--- src/hdl/mcr_pkg.sv ---
// constants, field layout and profile values of the modem call configuration bank
// assumes one 10 MHz system clock and word-aligned AXI4-Lite register access
package mcr_pkg;

  // =====================================================
  // timing
  localparam int unsigned CLK_HZ        = 10_000_000;
  localparam int unsigned DIAL_WAIT_S   = 5;
  localparam int unsigned DIAL_WAIT_CYC = DIAL_WAIT_S * CLK_HZ;

  // =====================================================
  // register byte addresses
  localparam int         ADDR_W      = 6;
  localparam logic [5:0] OFS_SPARE_A = 6'h00;
  localparam logic [5:0] OFS_SPARE_B = 6'h04;
  localparam logic [5:0] OFS_CALL    = 6'h08;
  localparam logic [5:0] OFS_GUARD   = 6'h0C;
  localparam logic [5:0] OFS_EQ      = 6'h10;
  localparam logic [5:0] OFS_TXFMT   = 6'h14;
  localparam logic [5:0] OFS_GENOPT  = 6'h18;
  localparam logic [5:0] OFS_PROFILE = 6'h1C;
  localparam logic [5:0] OFS_STATUS  = 6'h20;

  // =====================================================
  // writable bits of the call, equaliser and general option registers
  localparam logic [7:0] MSK_CALL = 8'h07;
  localparam logic [7:0] MSK_EQ   = 8'h0F;
  localparam logic [7:0] MSK_GEN  = 8'h8F;

  // =====================================================
  // profile zero (power-up) and profile one values
  localparam logic [7:0] P0_CALL  = 8'h00;
  localparam logic [7:0] P0_GUARD = 8'h00;
  localparam logic [7:0] P0_EQ    = 8'h01;
  localparam logic [7:0] P0_TXFMT = 8'hB0;
  localparam logic [7:0] P0_GEN   = 8'h85;
  localparam logic [7:0] P1_CALL  = 8'h00;
  localparam logic [7:0] P1_GUARD = 8'h00;
  localparam logic [7:0] P1_EQ    = 8'h00;
  localparam logic [7:0] P1_TXFMT = 8'hB0;
  localparam logic [7:0] P1_GEN   = 8'h80;

  // =====================================================
  // field positions
  localparam int CALL_DIAL_BIT  = 0;
  localparam int CALL_BUSY_BIT  = 1;
  localparam int CALL_SPEED_BIT = 2;
  localparam int EQ_WORD_BIT    = 0;
  localparam int EQ_FIXDIS_BIT  = 1;
  localparam int EQ_ADAPT_BIT   = 2;
  localparam int EQ_FALL_BIT    = 3;
  localparam int GEN_ORIG_BIT   = 7;
  localparam int TX_ATT_HI      = 2;
  localparam int TX_STOP_BIT    = 3;
  localparam int TX_LEN_LO      = 4;
  localparam int TX_LEN_HI      = 5;

  // =====================================================
  // codes
  localparam logic [7:0] GT_NONE  = 8'h00;
  localparam logic [7:0] GT_1800  = 8'h02;
  localparam logic [7:0] GT_550   = 8'h03;
  localparam logic [1:0] TAG_ASYNC = 2'h2;
  localparam logic [4:0] TAG_SYNC  = 5'h1F;
  localparam logic [4:0] TAG_HDLC  = 5'h0F;
  localparam logic [1:0] RESP_OKAY   = 2'h0;
  localparam logic [1:0] RESP_SLVERR = 2'h2;

  typedef enum logic [1:0] {MODE_ASYNC, MODE_SYNC, MODE_HDLC, MODE_BAD} mcr_txmode_t;

  // framing tag of a transmit format byte
  function automatic mcr_txmode_t mcr_tx_mode(input logic [7:0] v);
    if (v[7:6] == TAG_ASYNC) begin
      return MODE_ASYNC;
    end else if (v[7:3] == TAG_SYNC) begin
      return MODE_SYNC;
    end else if (v[7:3] == TAG_HDLC) begin
      return MODE_HDLC;
    end
    return MODE_BAD;
  endfunction

  // guard tone codes other than these three are refused
  function automatic logic mcr_guard_ok(input logic [7:0] v);
    return (v == GT_NONE) || (v == GT_1800) || (v == GT_550);
  endfunction

endpackage

--- src/hdl/mcr_axil_slave.sv ---
// AXI4-Lite slave front end: one read in flight at most; a second write is held while a write response waits
// assumes the bank answers rd_data/rd_err and wr_err combinationally
`timescale 1ns/10ps
module mcr_axil_slave
  import mcr_pkg::*;
(
  // clock and reset
  input  wire logic              clk,
  input  wire logic              nrst,
  // AXI4-Lite
  input  wire logic [ADDR_W-1:0] awaddr,
  input  wire logic              awvalid,
  output logic                   awready,
  input  wire logic [31:0]       wdata,
  input  wire logic [3:0]        wstrb,
  input  wire logic              wvalid,
  output logic                   wready,
  output logic [1:0]             bresp,
  output logic                   bvalid,
  input  wire logic              bready,
  input  wire logic [ADDR_W-1:0] araddr,
  input  wire logic              arvalid,
  output logic                   arready,
  output logic [31:0]            rdata,
  output logic [1:0]             rresp,
  output logic                   rvalid,
  input  wire logic              rready,
  // bank side
  output logic                   wr_en,
  output logic [ADDR_W-1:0]      wr_addr,
  output logic [7:0]             wr_data,
  input  wire logic              wr_err,
  output logic [ADDR_W-1:0]      rd_addr,
  input  wire logic [7:0]        rd_data,
  input  wire logic              rd_err
);

  logic              aw_held_ff;
  logic              w_held_ff;
  logic [ADDR_W-1:0] aw_addr_ff;
  logic [7:0]        w_data_ff;
  logic              w_lane_ff;
  logic              nxt_aw_held;
  logic              nxt_w_held;
  logic              nxt_bvalid;

  // =====================================================
  // write channel: address and data taken in either order
  always_comb begin
    nxt_aw_held = aw_held_ff | (awvalid & awready);
    nxt_w_held  = w_held_ff | (wvalid & wready);
    nxt_bvalid  = bvalid & ~bready;
    if (wr_en) begin
      nxt_aw_held = 1'b0;
      nxt_w_held  = 1'b0;
      nxt_bvalid  = 1'b1;
    end
  end

  // strobe only when both halves are held and no response waits
  assign wr_en   = aw_held_ff & w_held_ff & w_lane_ff & ~bvalid;
  assign wr_addr = aw_addr_ff;
  assign wr_data = w_data_ff;

  // write holding registers and response
  always_ff @(posedge clk or negedge nrst) begin
    if (!nrst) begin
      aw_held_ff <= 1'b0;
      w_held_ff  <= 1'b0;
      aw_addr_ff <= '0;
      w_data_ff  <= 8'h00;
      w_lane_ff  <= 1'b0;
      awready    <= 1'b0;
      wready     <= 1'b0;
      bvalid     <= 1'b0;
      bresp      <= RESP_OKAY;
    end else begin
      if (awvalid && awready) begin
        aw_addr_ff <= awaddr;
      end
      if (wvalid && wready) begin
        w_data_ff <= wdata[7:0];
        w_lane_ff <= wstrb[0];
      end
      // a write without the low lane still answers, but stores nothing
      if (aw_held_ff && w_held_ff && !bvalid) begin
        bresp <= (w_lane_ff && wr_err) ? RESP_SLVERR : RESP_OKAY;
      end
      aw_held_ff <= (aw_held_ff && w_held_ff && !bvalid) ? 1'b0 : nxt_aw_held;
      w_held_ff  <= (aw_held_ff && w_held_ff && !bvalid) ? 1'b0 : nxt_w_held;
      bvalid     <= (aw_held_ff && w_held_ff && !bvalid) ? 1'b1 : nxt_bvalid;
      awready    <= ~nxt_aw_held & ~(aw_held_ff & w_held_ff);
      wready     <= ~nxt_w_held & ~(aw_held_ff & w_held_ff);
    end
  end

  // =====================================================
  // read channel: data latched at the address handshake
  assign rd_addr = araddr;

  always_ff @(posedge clk or negedge nrst) begin
    if (!nrst) begin
      arready <= 1'b0;
      rvalid  <= 1'b0;
      rdata   <= 32'h0000_0000;
      rresp   <= RESP_OKAY;
    end else if (arvalid && arready) begin
      arready <= 1'b0;
      rvalid  <= 1'b1;
      rdata   <= {24'h00_0000, rd_data};
      rresp   <= rd_err ? RESP_SLVERR : RESP_OKAY;
    end else if (rvalid && rready) begin
      rvalid  <= 1'b0;
      arready <= 1'b1;
    end else begin
      arready <= ~rvalid;
    end
  end

  chk_bresp_holds: assert property (@(posedge clk) disable iff (!nrst)
    bvalid && !bready |=> bvalid && $stable(bresp))
    else $error("write response dropped before it was taken");
  chk_read_answer: assert property (@(posedge clk) disable iff (!nrst)
    arvalid && arready |=> rvalid && !arready)
    else $error("read data not offered one cycle after address");

endmodule

--- src/hdl/mcr_tone_wait.sv ---
// dial tone wait: holds back dialling until tone is heard or the wait runs out
// assumes the tone detector pin is asynchronous to the system clock
`timescale 1ns/10ps
module mcr_tone_wait #(
  parameter int unsigned WAIT_CYC = 100
) (
  // clock and reset
  input  wire logic clk,
  input  wire logic nrst,
  // control
  input  wire logic en,
  input  wire logic start,
  input  wire logic tone_pin,
  // result
  output logic      go,
  output logic      timed_out,
  output logic      waiting
);

  localparam int CW = $clog2(WAIT_CYC + 1);

  typedef enum logic {ST_IDLE, ST_WAIT} mcr_wait_t;

  mcr_wait_t     state_ff;
  logic [CW-1:0] cnt_ff;
  logic          sync1_ff;
  logic          sync2_ff;
  logic          sync3_ff;
  logic          tone_ff;

  // =====================================================
  // three-stage synchroniser; level moves only when stages two and three agree
  always_ff @(posedge clk or negedge nrst) begin
    if (!nrst) begin
      sync1_ff <= 1'b0;
      sync2_ff <= 1'b0;
      sync3_ff <= 1'b0;
      tone_ff  <= 1'b0;
    end else begin
      sync1_ff <= tone_pin;
      sync2_ff <= sync1_ff;
      sync3_ff <= sync2_ff;
      if (sync2_ff == sync3_ff) begin
        tone_ff <= sync3_ff;
      end
    end
  end

  // =====================================================
  // wait sequence; a start while waiting is ignored
  always_ff @(posedge clk or negedge nrst) begin
    if (!nrst) begin
      state_ff  <= ST_IDLE;
      cnt_ff    <= '0;
      go        <= 1'b0;
      timed_out <= 1'b0;
    end else begin
      go <= 1'b0;
      case (state_ff)
        ST_IDLE: begin
          if (start && !en) begin
            go        <= 1'b1; // dial tone ignored
            timed_out <= 1'b0;
          end else if (start) begin
            state_ff <= ST_WAIT; // wait for tone
            cnt_ff   <= '0;
          end
        end
        ST_WAIT: begin
          if (tone_ff) begin
            go        <= 1'b1;
            timed_out <= 1'b0;
            state_ff  <= ST_IDLE;
          end else if (cnt_ff == CW'(WAIT_CYC - 1)) begin
            go        <= 1'b1; // dial anyway after the limit
            timed_out <= 1'b1;
            state_ff  <= ST_IDLE;
          end else begin
            cnt_ff <= cnt_ff + 1'b1;
          end
        end
        default: state_ff <= ST_IDLE;
      endcase
    end
  end

  assign waiting = (state_ff == ST_WAIT);

  chk_dial_bypass: assert property (@(posedge clk) disable iff (!nrst)
    start && !en && state_ff == ST_IDLE |=> go && !timed_out)
    else $error("dial not released at once with tone wait off");
  chk_wait_bound: assert property (@(posedge clk) disable iff (!nrst)
    state_ff == ST_WAIT |-> cnt_ff < CW'(WAIT_CYC))
    else $error("dial tone wait ran past its limit");

endmodule

--- src/hdl/mcr_top.sv ---
// modem call configuration bank: byte registers reached over AXI4-Lite
// assumes one 10 MHz clock; the controller reads the decoded settings as levels
//
// Decided for this implementation: the AXI4-Lite interface to the registers and the address map.
`timescale 1ns/10ps
module mcr_top
  import mcr_pkg::*;
#(
  parameter int unsigned DIAL_WAIT_CYCLES = DIAL_WAIT_CYC
) (
  // clock and reset
  input  wire logic              MCLK,
  input  wire logic              NRST,
  // AXI4-Lite write
  input  wire logic [ADDR_W-1:0] S_AXI_AWADDR,
  input  wire logic              S_AXI_AWVALID,
  output logic                   S_AXI_AWREADY,
  input  wire logic [31:0]       S_AXI_WDATA,
  input  wire logic [3:0]        S_AXI_WSTRB,
  input  wire logic              S_AXI_WVALID,
  output logic                   S_AXI_WREADY,
  output logic [1:0]             S_AXI_BRESP,
  output logic                   S_AXI_BVALID,
  input  wire logic              S_AXI_BREADY,
  // AXI4-Lite read
  input  wire logic [ADDR_W-1:0] S_AXI_ARADDR,
  input  wire logic              S_AXI_ARVALID,
  output logic                   S_AXI_ARREADY,
  output logic [31:0]            S_AXI_RDATA,
  output logic [1:0]             S_AXI_RRESP,
  output logic                   S_AXI_RVALID,
  input  wire logic              S_AXI_RREADY,
  // dialling
  input  wire logic              DIAL_REQ,
  input  wire logic              DIAL_TONE_DET,
  output logic                   DIAL_GO,
  // calling options
  output logic                   DIAL_WAIT_EN,
  output logic                   BUSY_WAIT_EN,
  output logic                   REPORT_SPEED,
  output logic                   ORIGINATE,
  output logic [1:0]             GUARD_SEL,
  // modem configuration
  output logic                   WORD_MODE,
  output logic                   FIXED_EQ_EN,
  output logic                   ADAPT_EQ_EN,
  output logic                   FALLBACK_EN,
  // transmit format
  output logic [1:0]             TX_MODE,
  output logic [2:0]             TX_ATTEN,
  output logic [1:0]             TX_DATA_LEN,
  output logic                   TX_TWO_STOP
);

  logic [7:0]        call_ff;
  logic [7:0]        guard_ff;
  logic [7:0]        eq_ff;
  logic [7:0]        txfmt_ff;
  logic [7:0]        gen_ff;
  logic              profile_ff;
  logic              wr_en;
  logic [ADDR_W-1:0] wr_addr;
  logic [7:0]        wr_data;
  logic              wr_err;
  logic [ADDR_W-1:0] rd_addr;
  logic [7:0]        rd_data;
  logic              rd_err;
  logic              dial_go;
  logic              dial_late;
  logic              dial_wait;
  logic [ADDR_W-1:0] wr_word;
  logic [ADDR_W-1:0] rd_word;

  // =====================================================
  // bus front end
  mcr_axil_slave u_bus (
    .clk     (MCLK),
    .nrst    (NRST),
    .awaddr  (S_AXI_AWADDR),
    .awvalid (S_AXI_AWVALID),
    .awready (S_AXI_AWREADY),
    .wdata   (S_AXI_WDATA),
    .wstrb   (S_AXI_WSTRB),
    .wvalid  (S_AXI_WVALID),
    .wready  (S_AXI_WREADY),
    .bresp   (S_AXI_BRESP),
    .bvalid  (S_AXI_BVALID),
    .bready  (S_AXI_BREADY),
    .araddr  (S_AXI_ARADDR),
    .arvalid (S_AXI_ARVALID),
    .arready (S_AXI_ARREADY),
    .rdata   (S_AXI_RDATA),
    .rresp   (S_AXI_RRESP),
    .rvalid  (S_AXI_RVALID),
    .rready  (S_AXI_RREADY),
    .wr_en   (wr_en),
    .wr_addr (wr_addr),
    .wr_data (wr_data),
    .wr_err  (wr_err),
    .rd_addr (rd_addr),
    .rd_data (rd_data),
    .rd_err  (rd_err)
  );

  // =====================================================
  // dial tone wait
  mcr_tone_wait #(
    .WAIT_CYC (DIAL_WAIT_CYCLES)
  ) u_dial (
    .clk       (MCLK),
    .nrst      (NRST),
    .en        (call_ff[CALL_DIAL_BIT]),
    .start     (DIAL_REQ),
    .tone_pin  (DIAL_TONE_DET),
    .go        (dial_go),
    .timed_out (dial_late),
    .waiting   (dial_wait)
  );

  // =====================================================
  // address decode: low two address bits are ignored
  assign wr_word = {wr_addr[ADDR_W-1:2], 2'b00};
  assign rd_word = {rd_addr[ADDR_W-1:2], 2'b00};

  // refuse unmapped offsets and values that cannot be stored
  always_comb begin
    wr_err = 1'b0;
    case (wr_word)
      OFS_SPARE_A, OFS_SPARE_B, OFS_CALL, OFS_EQ, OFS_GENOPT, OFS_PROFILE,
      OFS_STATUS: wr_err = 1'b0;
      OFS_GUARD:  wr_err = ~mcr_guard_ok(wr_data);
      OFS_TXFMT:  wr_err = (mcr_tx_mode(wr_data) == MODE_BAD);
      default:    wr_err = 1'b1;
    endcase
  end

  // read mux; spare registers and reserved bits give zero
  always_comb begin
    rd_data = 8'h00;
    rd_err  = 1'b0;
    case (rd_word)
      OFS_SPARE_A: rd_data = 8'h00;
      OFS_SPARE_B: rd_data = 8'h00;
      OFS_CALL:    rd_data = call_ff;
      OFS_GUARD:   rd_data = guard_ff;
      OFS_EQ:      rd_data = eq_ff;
      OFS_TXFMT:   rd_data = txfmt_ff;
      OFS_GENOPT:  rd_data = gen_ff;
      OFS_PROFILE: rd_data = {7'h00, profile_ff};
      OFS_STATUS:  rd_data = {4'h0, mcr_tx_mode(txfmt_ff), dial_late, dial_wait};
      default:     rd_err  = 1'b1;
    endcase
  end

  // =====================================================
  // register bank; illegal values leave the old content in place
  always_ff @(posedge MCLK or negedge NRST) begin
    if (!NRST) begin
      call_ff    <= P0_CALL; // power-up profile
      guard_ff   <= P0_GUARD;
      eq_ff      <= P0_EQ;
      txfmt_ff   <= P0_TXFMT;
      gen_ff     <= P0_GEN;
      profile_ff <= 1'b0;
    end else if (wr_en && !wr_err) begin
      case (wr_word)
        OFS_CALL:   call_ff  <= wr_data & MSK_CALL;
        OFS_GUARD:  guard_ff <= wr_data;
        OFS_EQ:     eq_ff    <= wr_data & MSK_EQ; // upper nibble reserved
        OFS_TXFMT:  txfmt_ff <= wr_data;
        OFS_GENOPT: gen_ff   <= wr_data & MSK_GEN;
        OFS_PROFILE: begin
          profile_ff <= wr_data[0];
          // whole profile loaded in one edge
          call_ff  <= wr_data[0] ? P1_CALL : P0_CALL;
          guard_ff <= wr_data[0] ? P1_GUARD : P0_GUARD;
          eq_ff    <= wr_data[0] ? P1_EQ : P0_EQ;
          txfmt_ff <= wr_data[0] ? P1_TXFMT : P0_TXFMT;
          gen_ff   <= wr_data[0] ? P1_GEN : P0_GEN;
        end
        default: profile_ff <= profile_ff; // spares and status are inert
      endcase
    end
  end

  // =====================================================
  // calling outputs, registered so every pin comes from a flop
  always_ff @(posedge MCLK or negedge NRST) begin
    if (!NRST) begin
      DIAL_GO      <= 1'b0;
      DIAL_WAIT_EN <= 1'b0;
      BUSY_WAIT_EN <= 1'b0;
      REPORT_SPEED <= 1'b0;
      ORIGINATE    <= 1'b0;
      GUARD_SEL    <= 2'h0;
    end else begin
      DIAL_GO      <= dial_go;
      DIAL_WAIT_EN <= call_ff[CALL_DIAL_BIT];
      // busy tone wait is only passed on; nothing acts on it yet
      BUSY_WAIT_EN <= call_ff[CALL_BUSY_BIT];
      REPORT_SPEED <= call_ff[CALL_SPEED_BIT];
      ORIGINATE    <= gen_ff[GEN_ORIG_BIT];
      GUARD_SEL    <= guard_ff[1:0]; // tone used only in high band
    end
  end

  // modem configuration outputs
  always_ff @(posedge MCLK or negedge NRST) begin
    if (!NRST) begin
      WORD_MODE   <= 1'b0;
      FIXED_EQ_EN <= 1'b0;
      ADAPT_EQ_EN <= 1'b0;
      FALLBACK_EN <= 1'b0;
    end else begin
      WORD_MODE   <= eq_ff[EQ_WORD_BIT];
      FIXED_EQ_EN <= ~eq_ff[EQ_FIXDIS_BIT];
      ADAPT_EQ_EN <= eq_ff[EQ_ADAPT_BIT];
      FALLBACK_EN <= eq_ff[EQ_FALL_BIT];
    end
  end

  // transmit format outputs; length and stop bits mean nothing outside async
  always_ff @(posedge MCLK or negedge NRST) begin
    if (!NRST) begin
      TX_MODE     <= MODE_ASYNC;
      TX_ATTEN    <= 3'h0;
      TX_DATA_LEN <= 2'h0;
      TX_TWO_STOP <= 1'b0;
    end else begin
      TX_MODE     <= mcr_tx_mode(txfmt_ff);
      TX_ATTEN    <= txfmt_ff[TX_ATT_HI:0]; // same in every mode
      TX_DATA_LEN <= txfmt_ff[TX_LEN_HI:TX_LEN_LO];
      TX_TWO_STOP <= txfmt_ff[TX_STOP_BIT];
    end
  end

  // spare registers must always read zero; helper for the checks below
  function automatic logic spare_zero(input logic [ADDR_W-1:0] a, input logic [7:0] d);
    return !((a == OFS_SPARE_A || a == OFS_SPARE_B) && d != 8'h00);
  endfunction

  // =====================================================
  // checks
  // pins checked against $past register values are compared only from the second edge after reset, since the
  // edge that releases reset still loads the reset zeros into them
  chk_guard_legal: assert property (@(posedge MCLK) disable iff (!NRST)
    mcr_guard_ok(guard_ff) && GUARD_SEL != 2'h1)
    else $error("guard tone holds an illegal code");
  chk_tx_tag_legal: assert property (@(posedge MCLK) disable iff (!NRST)
    mcr_tx_mode(txfmt_ff) != MODE_BAD)
    else $error("transmit format lost its framing tag");
  chk_eq_reserved: assert property (@(posedge MCLK) disable iff (!NRST)
    eq_ff[7:4] == 4'h0 && spare_zero(rd_word, rd_data))
    else $error("reserved bits do not read zero");
  chk_fixed_eq: assert property (@(posedge MCLK) disable iff (!NRST)
    $past(NRST) |-> FIXED_EQ_EN == ~$past(eq_ff[EQ_FIXDIS_BIT])
    && ADAPT_EQ_EN == $past(eq_ff[EQ_ADAPT_BIT]))
    else $error("equaliser enables do not follow the register");
  chk_atten_out: assert property (@(posedge MCLK) disable iff (!NRST)
    $past(NRST) |-> TX_ATTEN == $past(txfmt_ff[TX_ATT_HI:0])
    && TX_DATA_LEN == $past(txfmt_ff[TX_LEN_HI:TX_LEN_LO]))
    else $error("transmit format outputs do not follow the register");
  chk_profile_one: assert property (@(posedge MCLK) disable iff (!NRST)
    wr_en && wr_word == OFS_PROFILE && wr_data[0]
    |=> eq_ff == P1_EQ && gen_ff == P1_GEN && txfmt_ff == P1_TXFMT && call_ff == P1_CALL)
    else $error("profile one not loaded as a whole");
  chk_originate: assert property (@(posedge MCLK) disable iff (!NRST)
    wr_en && !wr_err && wr_word == OFS_GENOPT |=> ##1 ORIGINATE == $past(wr_data[7], 2))
    else $error("call role does not follow general options");
  chk_call_bits: assert property (@(posedge MCLK) disable iff (!NRST)
    $past(NRST) |-> DIAL_WAIT_EN == $past(call_ff[CALL_DIAL_BIT])
    && BUSY_WAIT_EN == $past(call_ff[CALL_BUSY_BIT]))
    else $error("tone wait enables do not follow calling mode");
  chk_speed_report: assert property (@(posedge MCLK) disable iff (!NRST)
    $past(NRST) |-> REPORT_SPEED == $past(call_ff[CALL_SPEED_BIT]))
    else $error("speed report does not follow calling mode");
  chk_word_fallback: assert property (@(posedge MCLK) disable iff (!NRST)
    $past(NRST) |-> WORD_MODE == $past(eq_ff[EQ_WORD_BIT])
    && FALLBACK_EN == $past(eq_ff[EQ_FALL_BIT]))
    else $error("word mode or fallback does not follow the register");
  chk_tx_mode_out: assert property (@(posedge MCLK) disable iff (!NRST)
    $past(NRST) |-> TX_MODE == mcr_tx_mode($past(txfmt_ff))
    && TX_TWO_STOP == $past(txfmt_ff[TX_STOP_BIT]))
    else $error("transmit mode or stop bits do not follow the register");
  chk_guard_out: assert property (@(posedge MCLK) disable iff (!NRST)
    $past(NRST) |-> GUARD_SEL == $past(guard_ff[1:0]))
    else $error("guard tone output does not follow the register");
  chk_dial_go_lag: assert property (@(posedge MCLK) disable iff (!NRST)
    dial_go |=> DIAL_GO)
    else $error("dial release not passed to the pin");

endmodule

--- config.mk ---
export PLATFORM = sky130hd
export DESIGN_NAME = mcr_top
export DESIGN_NICKNAME = d
export VERILOG_FILES = /design/src/hdl/mcr_pkg.sv /design/src/hdl/mcr_axil_slave.sv /design/src/hdl/mcr_tone_wait.sv /design/src/hdl/mcr_top.sv
export SDC_FILE = /design/constraint.sdc
export NUM_CORES = 1
export LEC_CHECK = 0
export BUFFER_PORTS_ARGS = -buffer_cell sky130_fd_sc_hd__clkbuf_2
export CAP_MARGIN = 20
export CORE_MARGIN = 1.5
export CORE_UTILIZATION = 56
export CTS_BUF_LIST = sky130_fd_sc_hd__clkbuf_8
export DETAILED_ROUTE_END_ITERATION = 8
export GPL_TIMING_DRIVEN = 0
export PLACE_DENSITY = 0.82
export SLEW_MARGIN = 20
export SYNTH_ARGS = -nofsm -noshare
export SYNTH_HDL_FRONTEND = slang
export SYNTH_SLANG_ARGS = --single-unit
--- constraint.sdc ---
create_clock -name MCLK -period 2.1 [get_ports MCLK]
set_input_delay 0.21 -clock MCLK [delete_from_list [all_inputs] [get_ports MCLK]]
set_output_delay 0.21 -clock MCLK [all_outputs]
set_load 0.02 [all_outputs]
Yosys cells after proc, flatten, opt, wreduce, memory -nomap -nowiden
Index checks and enable logic that the tools add are counted.
{"block": "totals", "wordCells": 184, "input_bits": 57, "ff_bits": 127}
{"block": "classes", "n_bitwise": 19, "add_sub_neg": 1, "eq_ne": 33, "n_mux": 57, "reduce_logical": 33}
{"op": "$mux W26", "n": 4}
{"op": "$pmux W8 S2", "n": 5}
{"op": "$pmux W8 S7", "n": 1}
{"op": "$pmux W26 S2", "n": 1}
{"op": "$eq A4 B3 Y1 const B", "n": 8}
{"op": "$mux W1", "n": 29}
{"op": "$add A26 B1 Y26 const B", "n": 1}
{"op": "$eq A26 B26 Y1 const B", "n": 1}
{"op": "$mux W2", "n": 12}
{"op": "$eq A4 B2 Y1 const B", "n": 4}
{"op": "$eq A8 B2 Y1 const B", "n": 2}
{"op": "$reduce_and A2 Y1", "n": 7}
{"op": "$logic_not A6 Y1", "n": 2}
{"op": "$reduce_bool A2 Y1", "n": 6}
{"op": "$eq A5 B4 Y1 const B", "n": 2}
{"op": "$eq A5 B5 Y1 const B", "n": 2}
{"op": "$logic_and A1 B1 Y1", "n": 9}
{"op": "$not A1 Y1", "n": 9}
{"op": "$reduce_or A9 Y1", "n": 1}
{"op": "$and A1 B1 Y1", "n": 8}
{"op": "$eq A4 B1 Y1 const B", "n": 2}
{"op": "$eq A4 B4 Y1 const B", "n": 2}
{"op": "$logic_not A8 Y1", "n": 1}
{"op": "$ne A2 B2 Y1 const B", "n": 4}
{"op": "12 further kinds", "n": 20}

Depth between registers and ports, before layout
Gate-level depths: netlist of run 1.
{"block": "logic_depth", "depth_word": 12, "ltp_mapped": 7, "ltp_nobuf": 7}

By module
A second synthesis of run 1 with hierarchy kept.
{"block": "unflattened", "cells_unflattened": 476, "area_unflattened_um2": 5441.5}
{"mod": "mcr_top", "cells_each": 190, "seq_area_each_um2": 1209.9, "area_each_um2": 2179.6, "n_inst": 1}
{"mod": "mcr_tone_wait", "cells_each": 178, "seq_area_each_um2": 825.8, "area_each_um2": 1796.7, "n_inst": 1}
{"mod": "mcr_axil_slave", "cells_each": 108, "seq_area_each_um2": 800.8, "area_each_um2": 1465.2, "n_inst": 1}

Least setup slack after synthesis of run 1
Ideal clock, no wire load.
{"block": "synth_timing", "path_kind": "reg-to-reg", "start": "register u_bus.bvalid", "end": "register guard_ff[0]", "path_buffers": 1, "stages_incl_launch_ff": 7, "slack_ns": 0.231, "setup_ns": 0.125, "required_ns": 1.975, "t_arrival_ns": 1.744, "cell_sequence": "dfrtp_1 > nand3b_1 > nor3b_2 > nand2_1 > or3b_1 > clkbuf_1 > mux2_2"}
{"block": "synth_between", "elab_chain_cells": 4}
{"element": "from (decl)", "line_no": "mcr_axil_slave.sv:19", "rtl": "output logic bvalid,"}
{"element": "from (signal assigned)", "line_no": "mcr_axil_slave.sv:91", "rtl": "bvalid <= (aw_held_ff && w_held_ff && !bvalid) ? 1'b1 : nxt_bvalid;"}
{"element": "$not A1 Y1", "line_no": "mcr_axil_slave.sv:61", "rtl": "assign wr_en = aw_held_ff & w_held_ff & w_lane_ff & ~bvalid;"}
{"element": "$and A1 B1 Y1", "line_no": "mcr_axil_slave.sv:61"}
{"element": "$logic_and A1 B1 Y1", "line_no": "mcr_top.sv:165", "rtl": "end else if (wr_en && !wr_err) begin"}
{"element": "$reduce_and A2 Y1 (no source line)"}
{"element": "to (signal assigned)", "line_no": "mcr_top.sv:168", "rtl": "OFS_GUARD: guard_ff <= wr_data;"}
{"element": "to (signal assigned)", "line_no": "mcr_top.sv:176", "rtl": "guard_ff <= wr_data[0] ? P1_GUARD : P0_GUARD;"}
{"element": "to (decl)", "line_no": "mcr_top.sv:56", "rtl": "logic [7:0] guard_ff;"}
Every way passes these cells.
A chain may end at the register's enable or synchronous reset.

Worst setup path in the final report of run 1
{"block": "layout_timing", "start": "register u_dial.cnt_ff[16]", "end": "register u_dial.cnt_ff[13]"}
{"block": "layout_between", "elab_chain_cells": 3}
{"element": "from (decl)", "line_no": "mcr_tone_wait.sv:25", "rtl": "logic [CW-1:0] cnt_ff;"}
{"element": "from (signal assigned)", "line_no": "mcr_tone_wait.sv:79", "rtl": "cnt_ff <= cnt_ff + 1'b1;"}
{"element": "$eq A26 B26 Y1", "line_no": "mcr_tone_wait.sv:74", "rtl": "end else if (cnt_ff == CW'(WAIT_CYC - 1)) begin"}
{"element": "$ne A2 B2 Y1 (no source line)"}
{"element": "$reduce_and A4 Y1 (no source line)"}
Every way passes these cells.

==> results of run 1 <==
==> synthesized netlist by cell type, types with 3 or more instances <==
library cell and instances:
mux2i_1 5, a22oi_1 4, mux2_2 29, or3_1 12, nand4_1 9, a31oi_1 5, nand3b_1 3, dfrtp_1 104
nor2_1 32, and3_1 7, and2_1 12, nor3_1 3, a22o_1 3, o211ai_1 4, dfstp_2 7, nand3_1 11
nor2b_1 7, nand2_1 40, xnor2_1 8, nor4_1 5, o21ai_0 30, clkbuf_1 9, and4_1 4, buf_4 27
inv_1 13, a21oi_1 23, buf_2 3
==> logic make-up (layout without fill, tap and decap cells) <==
kind of cell	Yosys count	count (layout)	synth area share, %
muxes	35	35	7.82
and+or+nand+nor	165	165	18.3
AOI/OAI and AO/OA	87	87	10.9
DFF	111	111	54.6
buffers and inverters	54	131	6.23
adders and majority gates	3	3	0.686
xor gates and xnor gates	8	8	1.37
other	1	26	0.0735
==> worst paths after layout <==
| kind | startpoint | end | slack (ps) | cells after the start |
|---|---|---|---|---|
| setup reg to reg | u_dial.cnt_ff[16]$_DFFE_PN0P_ | u_dial.cnt_ff[13]$_DFFE_PN0P_ | 90 | 6 |
| hold reg to reg | u_dial.go$_DFF_PN0_ | DIAL_GO$_DFF_PN0_ | 360 | 0 |
| setup / recovery | u_dial.cnt_ff[16]$_DFFE_PN0P_ | u_dial.cnt_ff[13]$_DFFE_PN0P_ | 90 | 6 |
| max in group asynchronous | NRST | txfmt_ff[4]$_DFFE_PN1P_ | 1170 | 3 |
| min in group asynchronous | NRST | u_dial.cnt_ff[18]$_DFFE_PN0P_ | 250 | 2 |
| hold / removal | S_AXI_BREADY | u_bus.bvalid$_DFF_PN0_ | 20 | 2 |
==> timing repair <==
action | 4_1_cts | 5_1_grt
resized for setup | 0 | 2
endpoints found under the setup margin | 0 | 4
hold buffers | 2 | 0
hold endpoints to repair | 18 | 0
==> where the power goes <==
group | internal [mW] | total, mW | switching [mW]
registers | 2.75 | 3.21 | 0.463
clock network | 0.569 | 1.31 | 0.743
logic | 0.732 | 1.78 | 1.05
total | 4.05 | 6.30 | 2.25
==> layout by cell type (no fill, tap or decap), types with 12 or more instances in the layout <==
cell type and n:
and2_1 12, a21oi_1 23, nor2_1 32, dfrtp_1 104, clkbuf_2 57, conb_1 26, inv_1 14, buf_4 27
mux2_2 29, or3_1 12, nand2_1 39, o21ai_0 30
==> flip-flops by register name, summed over array words and instances (netlist names), 2 cells and up <==
signal / count
eq_ff: 4
txfmt_ff: 8
call_ff: 3
u_bus.wr_data: 8
TX_ATTEN: 3
TX_DATA_LEN: 2
guard_ff: 8
u_bus.rdata: 8
u_dial.cnt_ff: 26
GUARD_SEL: 2
gen_ff: 5
TX_MODE: 2
u_bus.wr_addr: 4
==> routing by layer <==
metal / GRT usage (%) / vias to the layer above / share of wire, %
met1: 32.9 / 1840 / 47
met3: 4.47 / 15 / 5.4
met2: 33.7 / 123 / 45
met5: 0 / - / 0
met4: 8.88 / 0 / 1.9
li1: - / 1798 / -
==> worst reg2reg max path: stages, from the launching register on <==
cell,delay (ps)
dfrtp_1,450
or4_4,580
nor4_4,320
a31o_4,250
inv_4,70
a31oi_4,160
a41o_1,120
==> cell type report <==
class,instances,share of cell area (%)
Clock inverter,7,1.36
Timing Repair Buffer,61,5.88
Multi-Input combinational cell,324,35.6
Clock buffer,9,2.10
Buffer,40,4.46
Sequential cell,111,47.3
Inverter,14,0.935
Tap cell,108,2.29
==> metrics by stage <==
stage | cells | worst slack [ps]
2_1_floorplan | 489 | 231
6_report | 674 | 93.3
5_1_grt | 674 | 9.68
4_1_cts | 674 | 104
3_3_place_gp | 655 | -620
3_5_place_dp | 656 | 128
==> impl_metrics.yaml, run 1 <==
global_routing:
  grt_max_degree: 95
  grt_pass1_wl_um: 17500
  grt_overflow: 0
  grt_pass1_vias: 3647
  grt_util_all_layers_pct: 22.5
  antenna_found_initial: 0
routing:
  drt_first_pass_iters: 5
  final_antenna_net_count: 0
  wirelength_um: 10400
  first_iter_violations: 295
  drt_drc_violations_left: 0
  num_vias: 3776
  wl_per_cell_um: 15.4
  vias_per_cell: 5.60
synth:
  async_flop_share_pct: 100
  synth_edf_count: 0
  postSynthAreaPerCell_um2: 11.0
  seq_area_frac_synth_pct: 54.6
  syn_area_um2: 5100
  synth_top_area_cell: "dfrtp_1"
  synth-main-ff-cell: "dfrtp_1"
  synth_top_cell_area_share_pct: 51.0
  yosysWarnings: 0
  synth_cells: 464
  synthTopCellsByArea: "dfrtp_1 51%, mux2_2 6.4%, buf_4 4.0%"
  synth.distinct_cells: 65
  ys_seq_elements: 111
finish:
  final_layout_size_suffix_gt1_share_pct: 27.7
  nFillCells: 681
  diodes: 0
  syn_to_final_growth_pct: 15.4
  design_area_um2: 5890
  fin_util_pct: 67.2
  multiInputGateArea_um2: 2100
  nets: 620
  regArea_um2: 2790
die:
  chipHeight_um: 98.5
  rows: 34
  io_pins: 117
  core-area_um2: 8760
  start_util_pct: 58.3
  die_w_um: 98.5
  die_area_um2: 9700
clock_network:
  root_buffer: "clkbuf_8"
  cts_tree: "built"
  clk_path_buf_depth: 2
  cts_max_level: 3
  cts_buffers: 9
  clk-insertion-delay-late_ps: 380
  clk_pin_slew_ps: 100
  post_cts_buffers: 0
  cts.sinks: 111
power:
  leakage_nw: 2.78
  peakVddDrop_mv: 0.937
  p_total_mw: 6.30
  power_density_nw_per_um2: 1070
placed_design:
  routabilityCongestion: 0.887
  dpl-instance-area_um2: 5660
  io_buffers: 58
  hpwl_um: 7570
sta:
  rsz0062_at_grt: "false"
  slew_headroom_pct: 64.3
  setup_viol_count_final: 0
  setup-tns-final_ps: 0
  hold_violations: 0
  fin_crit_ps: 2010
  timing.hold.ws_ps: 22.6
  finalCritPeriodShare_pct: 95.6
  worstMarginPinSlew_ps: 536
  fin_skew_ps: 17.4
  fmaxAchievable_mhz: 498
  slew_violations: 0
setup_path:
  cp_max_fo: 6
  path_cells: "or4_4, nor4_4, a31o_4, inv_4, a31oi_4, a41o_1"
  cp_slowest_cell: "or4_4"
  critical_path_required_ps: 2410
  cp.arrival_ps: 2320
  cp_num_buf_inv: 1
  cp-end-kind: "flop"
  cpLargestDelayFamily: "simple AND/OR/NAND/NOR gates"
  path_class: "reg2reg"
  max_stage_delay_ps: 580
  start_kind: "flop"
min_path:
  hold_path_class: "in2reg"
run_status:
  status: "completed"
job:
  maxCapViolCount: 0
Power figures use the tool's default switching activity.
==> run 2: changes to the inputs <==
--- a/config.mk
+++ b/config.mk
@@ -12,7 +12,7 @@
 export CTS_BUF_LIST = sky130_fd_sc_hd__clkbuf_8
 export DETAILED_ROUTE_END_ITERATION = 8
 export GPL_TIMING_DRIVEN = 0
-export PLACE_DENSITY = 0.82
+export PLACE_DENSITY_LB_ADDON = 0.3
 export SLEW_MARGIN = 20
 export SYNTH_ARGS = -nofsm -noshare
 export SYNTH_HDL_FRONTEND = slang
==> impl_metrics.yaml, run 2 (synthesis results as in run 1) <==
run_status:
  status: "completed"
placed_design:
  dpl_worst_slack_ps: 114
  dpl-instance-area_um2: 5660
  io_buffers: 58
  routabilityCongestion: 0.839
  hpwl_um: 7510
clock_network:
  root_buffer: "clkbuf_8"
  clk-insertion-delay-late_ps: 380
  cts_buffers: 9
  cts_max_level: 3
  cts_tree: "built"
  cts.sinks: 111
  clk_path_buf_depth: 2
  post_cts_buffers: 0
  clk_pin_slew_ps: 110
setup_path:
  start_kind: "flop"
  path_class: "reg2reg"
  max_stage_delay_ps: 580
  critical_path_required_ps: 2410
  path_cells: "or4_4, nor4_4, a31o_4, inv_4, a31oi_4, a41o_1"
  cp.arrival_ps: 2320
  cp-end-kind: "flop"
  cp_max_fo: 6
  cp_slowest_cell: "or4_4"
die:
  rows: 34
  start_util_pct: 58.3
  chipHeight_um: 98.5
  core-area_um2: 8760
  die_w_um: 98.5
  io_pins: 117
  die_area_um2: 9700
power:
  peakVddDrop_mv: 0.755
  leakage_nw: 2.78
  swShare_pct: 36.4
  power_frac_clock_pct: 19.5
  p_comb_share_pct: 28.6
  internal_power_mw: 3.93
  power_density_nw_per_um2: 1050
  switchingPower_mw: 2.25
  seqPwrFrac_pct: 51.9
finish:
  largest_reg_flops: 26
  fin_util_pct: 67.1
  nFillCells: 698
  final_cell_mix: "104 x dfrtp_1, 57 x clkbuf_2, 39 x nand2_1"
  syn_to_final_growth_pct: 15.1
  final_layout_size_suffix_gt1_share_pct: 27.9
  nets: 620
  final_common_cell: "dfrtp_1"
  diodes: 0
  design_area_um2: 5880
  largest-register: "u_dial.cnt_ff"
  multiInputGateArea_um2: 2100
  regArea_um2: 2790
min_path:
  hold_path_class: "in2reg"
global_routing:
  grt_max_degree: 78
  grt_overflow: 0
  grt_util_all_layers_pct: 22.2
  grt_pass1_vias: 3491
  grt_pass1_wl_um: 17100
  antenna_found_initial: 0
job:
  maxCapViolCount: 0
routing:
  drt_drc_violations_left: 0
  final_antenna_net_count: 0
  vias_per_cell: 5.54
  num_vias: 3733
  drt_first_pass_iters: 5
  wl_per_cell_um: 15.1
  wirelength_um: 10200
  first_iter_violations: 183
sta:
  fmaxAchievable_mhz: 498
  rsz0062_at_grt: "false"
  setup_viol_count_final: 0
  timing.hold.ws_ps: 29.7
  finalCritPeriodShare_pct: 95.5
  slew_violations: 0
  hold_violations: 0
  setup-tns-final_ps: 0
  slew_headroom_pct: 65.4
  worstMarginPinSlew_ps: 519
  setup_slack_ps: 93.7
  fin_crit_ps: 2010
  fin_skew_ps: 14.4
## run 2: cell type report
type / count / share of cell area (%)
plain buffers: 39 / 4.41
clock buffers: 9 / 2.11
clock inverters: 7 / 1.04
inverters: 14 / 0.937
multi-input cells: 324 / 35.7
flip-flops and latches: 111 / 47.4
well taps: 108 / 2.30
repair buffers: 62 / 6.07
## run 2: what timing repair did
| action | 4_1_cts | 5_1_grt |
|---|---|---|
| setup endpoints to repair | 0 | 4 |
| endpoints found under the hold margin | 36 | 0 |
| gates resized for setup | 0 | 2 |
| hold buffers | 3 | 0 |
## run 2: power groups by stage
stage               combinational (mW)  sequential, mW  clock (mW)
global placement                  1.69            3.21           0
detailed placement                1.76            3.25           0
floorplan                         1.02            3.35           0
global route                      1.96            3.29        1.33
finish                            1.77            3.21        1.21
CTS                               1.77            3.21        1.23
## run 2: per-stage QoR
step,total power [mW],instances
floorplan,4.37,489
global placement,4.90,655
detailed placement,5.01,656
CTS,6.21,675
global route,6.58,674
finish,6.19,674
## run 2: path summary, 6_finish.rpt
path | from | end | slack [ps] | cells after the start
worst max-delay path | u_dial.cnt_ff[16]$_DFFE_PN0P_ | u_dial.cnt_ff[13]$_DFFE_PN0P_ | 90 | 6
worst min-delay path | S_AXI_WVALID | u_bus.wready$_DFF_PN0_ | 30 | 2
worst max register to register | u_dial.cnt_ff[16]$_DFFE_PN0P_ | u_dial.cnt_ff[13]$_DFFE_PN0P_ | 90 | 6
worst min register to register | u_dial.go$_DFF_PN0_ | DIAL_GO$_DFF_PN0_ | 350 | 0
max in group asynchronous | NRST | gen_ff[0]$_DFFE_PN1P_ | 1130 | 3
min in group asynchronous | NRST | u_dial.cnt_ff[17]$_DFFE_PN0P_ | 280 | 2
## run 2: routing by layer
metal,GRT usage (%),part of all wire [%],vias up,wire length (um)
met4,8.02,1.2,0,127
met2,32.7,45,130,4640
li1,-,-,1803,-
met1,33.7,48,1788,4890
met3,3.40,5.3,12,541
met5,0,0,-,0
## run 2: worst max-delay path: cells and delay by family, from the launching register on
kind / cells / cell delay, ps
DFF: 1 / 440
and+or+nand+nor: 2 / 910
AOI/OAI and AO/OA: 3 / 510
buffers and inverters: 1 / 70
==> run 3: changes to the inputs <==
--- a/config.mk
+++ b/config.mk
@@ -7,6 +7,7 @@
 export LEC_CHECK = 0
 export BUFFER_PORTS_ARGS = -buffer_cell sky130_fd_sc_hd__clkbuf_2
 export CAP_MARGIN = 20
+export CORE_ASPECT_RATIO = 1.4
 export CORE_MARGIN = 1.5
 export CORE_UTILIZATION = 56
 export CTS_BUF_LIST = sky130_fd_sc_hd__clkbuf_8
==> impl_metrics.yaml, run 3 (synthesis results as in run 1) <==
run_status:
  status: "completed"
sta:
  setup_viol_count_final: 0
  timing.hold.ws_ps: 41.4
  fin_crit_ps: 2000
  setup-tns-final_ps: 0
  slew_violations: 0
  fin_skew_ps: 7.03
  hold_violations: 0
  fmaxAchievable_mhz: 501
  rsz0062_at_grt: "false"
  finalCritPeriodShare_pct: 95.0
finish:
  final_layout_size_suffix_gt1_share_pct: 27.9
  diodes: 0
  largest-register: "u_dial.cnt_ff"
  fin_cells: 673
  nets: 620
  syn_to_final_growth_pct: 15.1
  final_cell_mix: "104 x dfrtp_1, 58 x clkbuf_2, 40 x nand2_1"
  fin_util_pct: 65.8
  final_common_cell: "dfrtp_1"
  largest_reg_flops: 26
  nFillCells: 728
die:
  die_area_um2: 9710
  die_w_um: 83.7
  core-area_um2: 8930
  io_pins: 117
  chipHeight_um: 116
  rows: 41
  start_util_pct: 57.2
clock_network:
  cts_buffers: 9
  clk-insertion-delay-late_ps: 360
  cts_tree: "built"
  post_cts_buffers: 0
  clk_pin_slew_ps: 90
  cts.sinks: 111
  root_buffer: "clkbuf_8"
  cts_max_level: 3
  clk_path_buf_depth: 2
routing:
  drt_drc_violations_left: 0
  wirelength_um: 10900
  highest_layer: "met4"
  wl_per_cell_um: 16.1
  wl_met2_um: 6100
  met3_length_um: 459
  first_iter_violations: 205
  num_vias: 3762
  drt_first_pass_iters: 4
  final_antenna_net_count: 0
  met1Wirelength_um: 4080
  vias_per_cell: 5.59
global_routing:
  antenna_found_initial: 0
  grt_max_degree: 90
  grt_pass1_wl_um: 17600
  grt_pass1_vias: 3704
  grt_overflow: 0
  grt_util_all_layers_pct: 23.1
min_path:
  worstHoldStart: "S_AXI_WVALID"
  min_path_cells: 2
  hold_path_class: "in2reg"
power:
  swShare_pct: 35.9
  seqPwrFrac_pct: 52.3
  peakVddDrop_mv: 0.747
  power_density_nw_per_um2: 1050
  internal_power_mw: 3.95
  power_frac_clock_pct: 18.6
  switchingPower_mw: 2.21
  p_total_mw: 6.16
  leakage_nw: 2.79
  p_comb_share_pct: 29.1
placed_design:
  dp_cells: 655
  routabilityCongestion: 0.906
  io_buffers: 58
  hpwl_um: 8140
setup_path:
  start_kind: "flop"
  startpoint: "u_dial.waiting$_DFF_PN0_"
  r2r_start: "u_dial.waiting$_DFF_PN0_"
  cp-end-kind: "flop"
  cp.arrival_ps: 2270
  cp_max_fo: 10
  critical_path_required_ps: 2380
  path_class: "reg2reg"
  rr_worst_depth: 6
job:
  maxCapViolCount: 0
[run 3: cell types whose count changed in the layout (fill, tap and decap cells not counted), sizes merged]
cell    before  now
clkbuf      75   76
inv         18   17
[run 3: stage by stage]
stage	area (um^2)	worst slack [ps]
after floorplan	5200	231
after global placement	5620	-647
after detailed placement	5660	58.3
after CTS	5860	46.7
after global routing	5880	13.9
final	5880	104
[run 3: cell type report]
class                   count  area, um^2  share of cell area, %
plain buffers              39         260                   4.43
clock buffers              10         138                   2.34
clock inverters             6        37.5                  0.639
inverters                  14        55.1                  0.937
multi-input cells         324        2110                   35.9
flip-flops and latches    111        2790                   47.4
well taps                 107         134                   2.28
repair buffers             62         357                   6.07
[run 3: worst max-delay path, stage by stage, from the launching register on]
cell and delay (ps):
dfrtp_1 400, buf_4 170, nand3b_1 340, nand2_1 330, nand4_1 150, or3_1 330
a21oi_1 180
[run 3: worst paths after layout]
| kind | slack (ps) | end |
|---|---|---|
| hold reg to reg | 360 | DIAL_GO$_DFF_PN0_ |
| hold / removal | 40 | u_bus.wready$_DFF_PN0_ |
| min in group asynchronous | 270 | u_dial.cnt_ff[13]$_DFFE_PN0P_ |
| setup reg to reg | 100 | u_dial.cnt_ff[3]$_DFFE_PN0P_ |
| setup / recovery | 100 | u_dial.cnt_ff[3]$_DFFE_PN0P_ |
| max in group asynchronous | 1120 | gen_ff[7]$_DFFE_PN1P_ |
[run 3: repair_timing]
item / in CTS / in global routing
gates resized for setup: 0 / 6
hold buffers: 3 / 0
endpoints found under the setup margin: 0 / 17
hold endpoints to repair: 24 / 0
[run 3: layer usage]
| metal | global-route usage [%] | vias up |
|---|---|---|
| met5 | 0 | - |
| met2 | 43.9 | 107 |
| met3 | 4.27 | 18 |
| li1 | - | 1794 |
| met1 | 25.2 | 1843 |
| met4 | 9.95 | 0 |
[run 3: power groups by stage]
| stage | logic [mW] | registers (mW) | clock network [mW] |
|---|---|---|---|
| after detailed placement | 1.78 | 3.25 | 0 |
| after floorplan | 1.02 | 3.35 | 0 |
| after CTS | 1.79 | 3.21 | 1.17 |
| after global routing | 1.99 | 3.30 | 1.26 |
| final | 1.79 | 3.22 | 1.15 |
| after global placement | 1.72 | 3.21 | 0 |
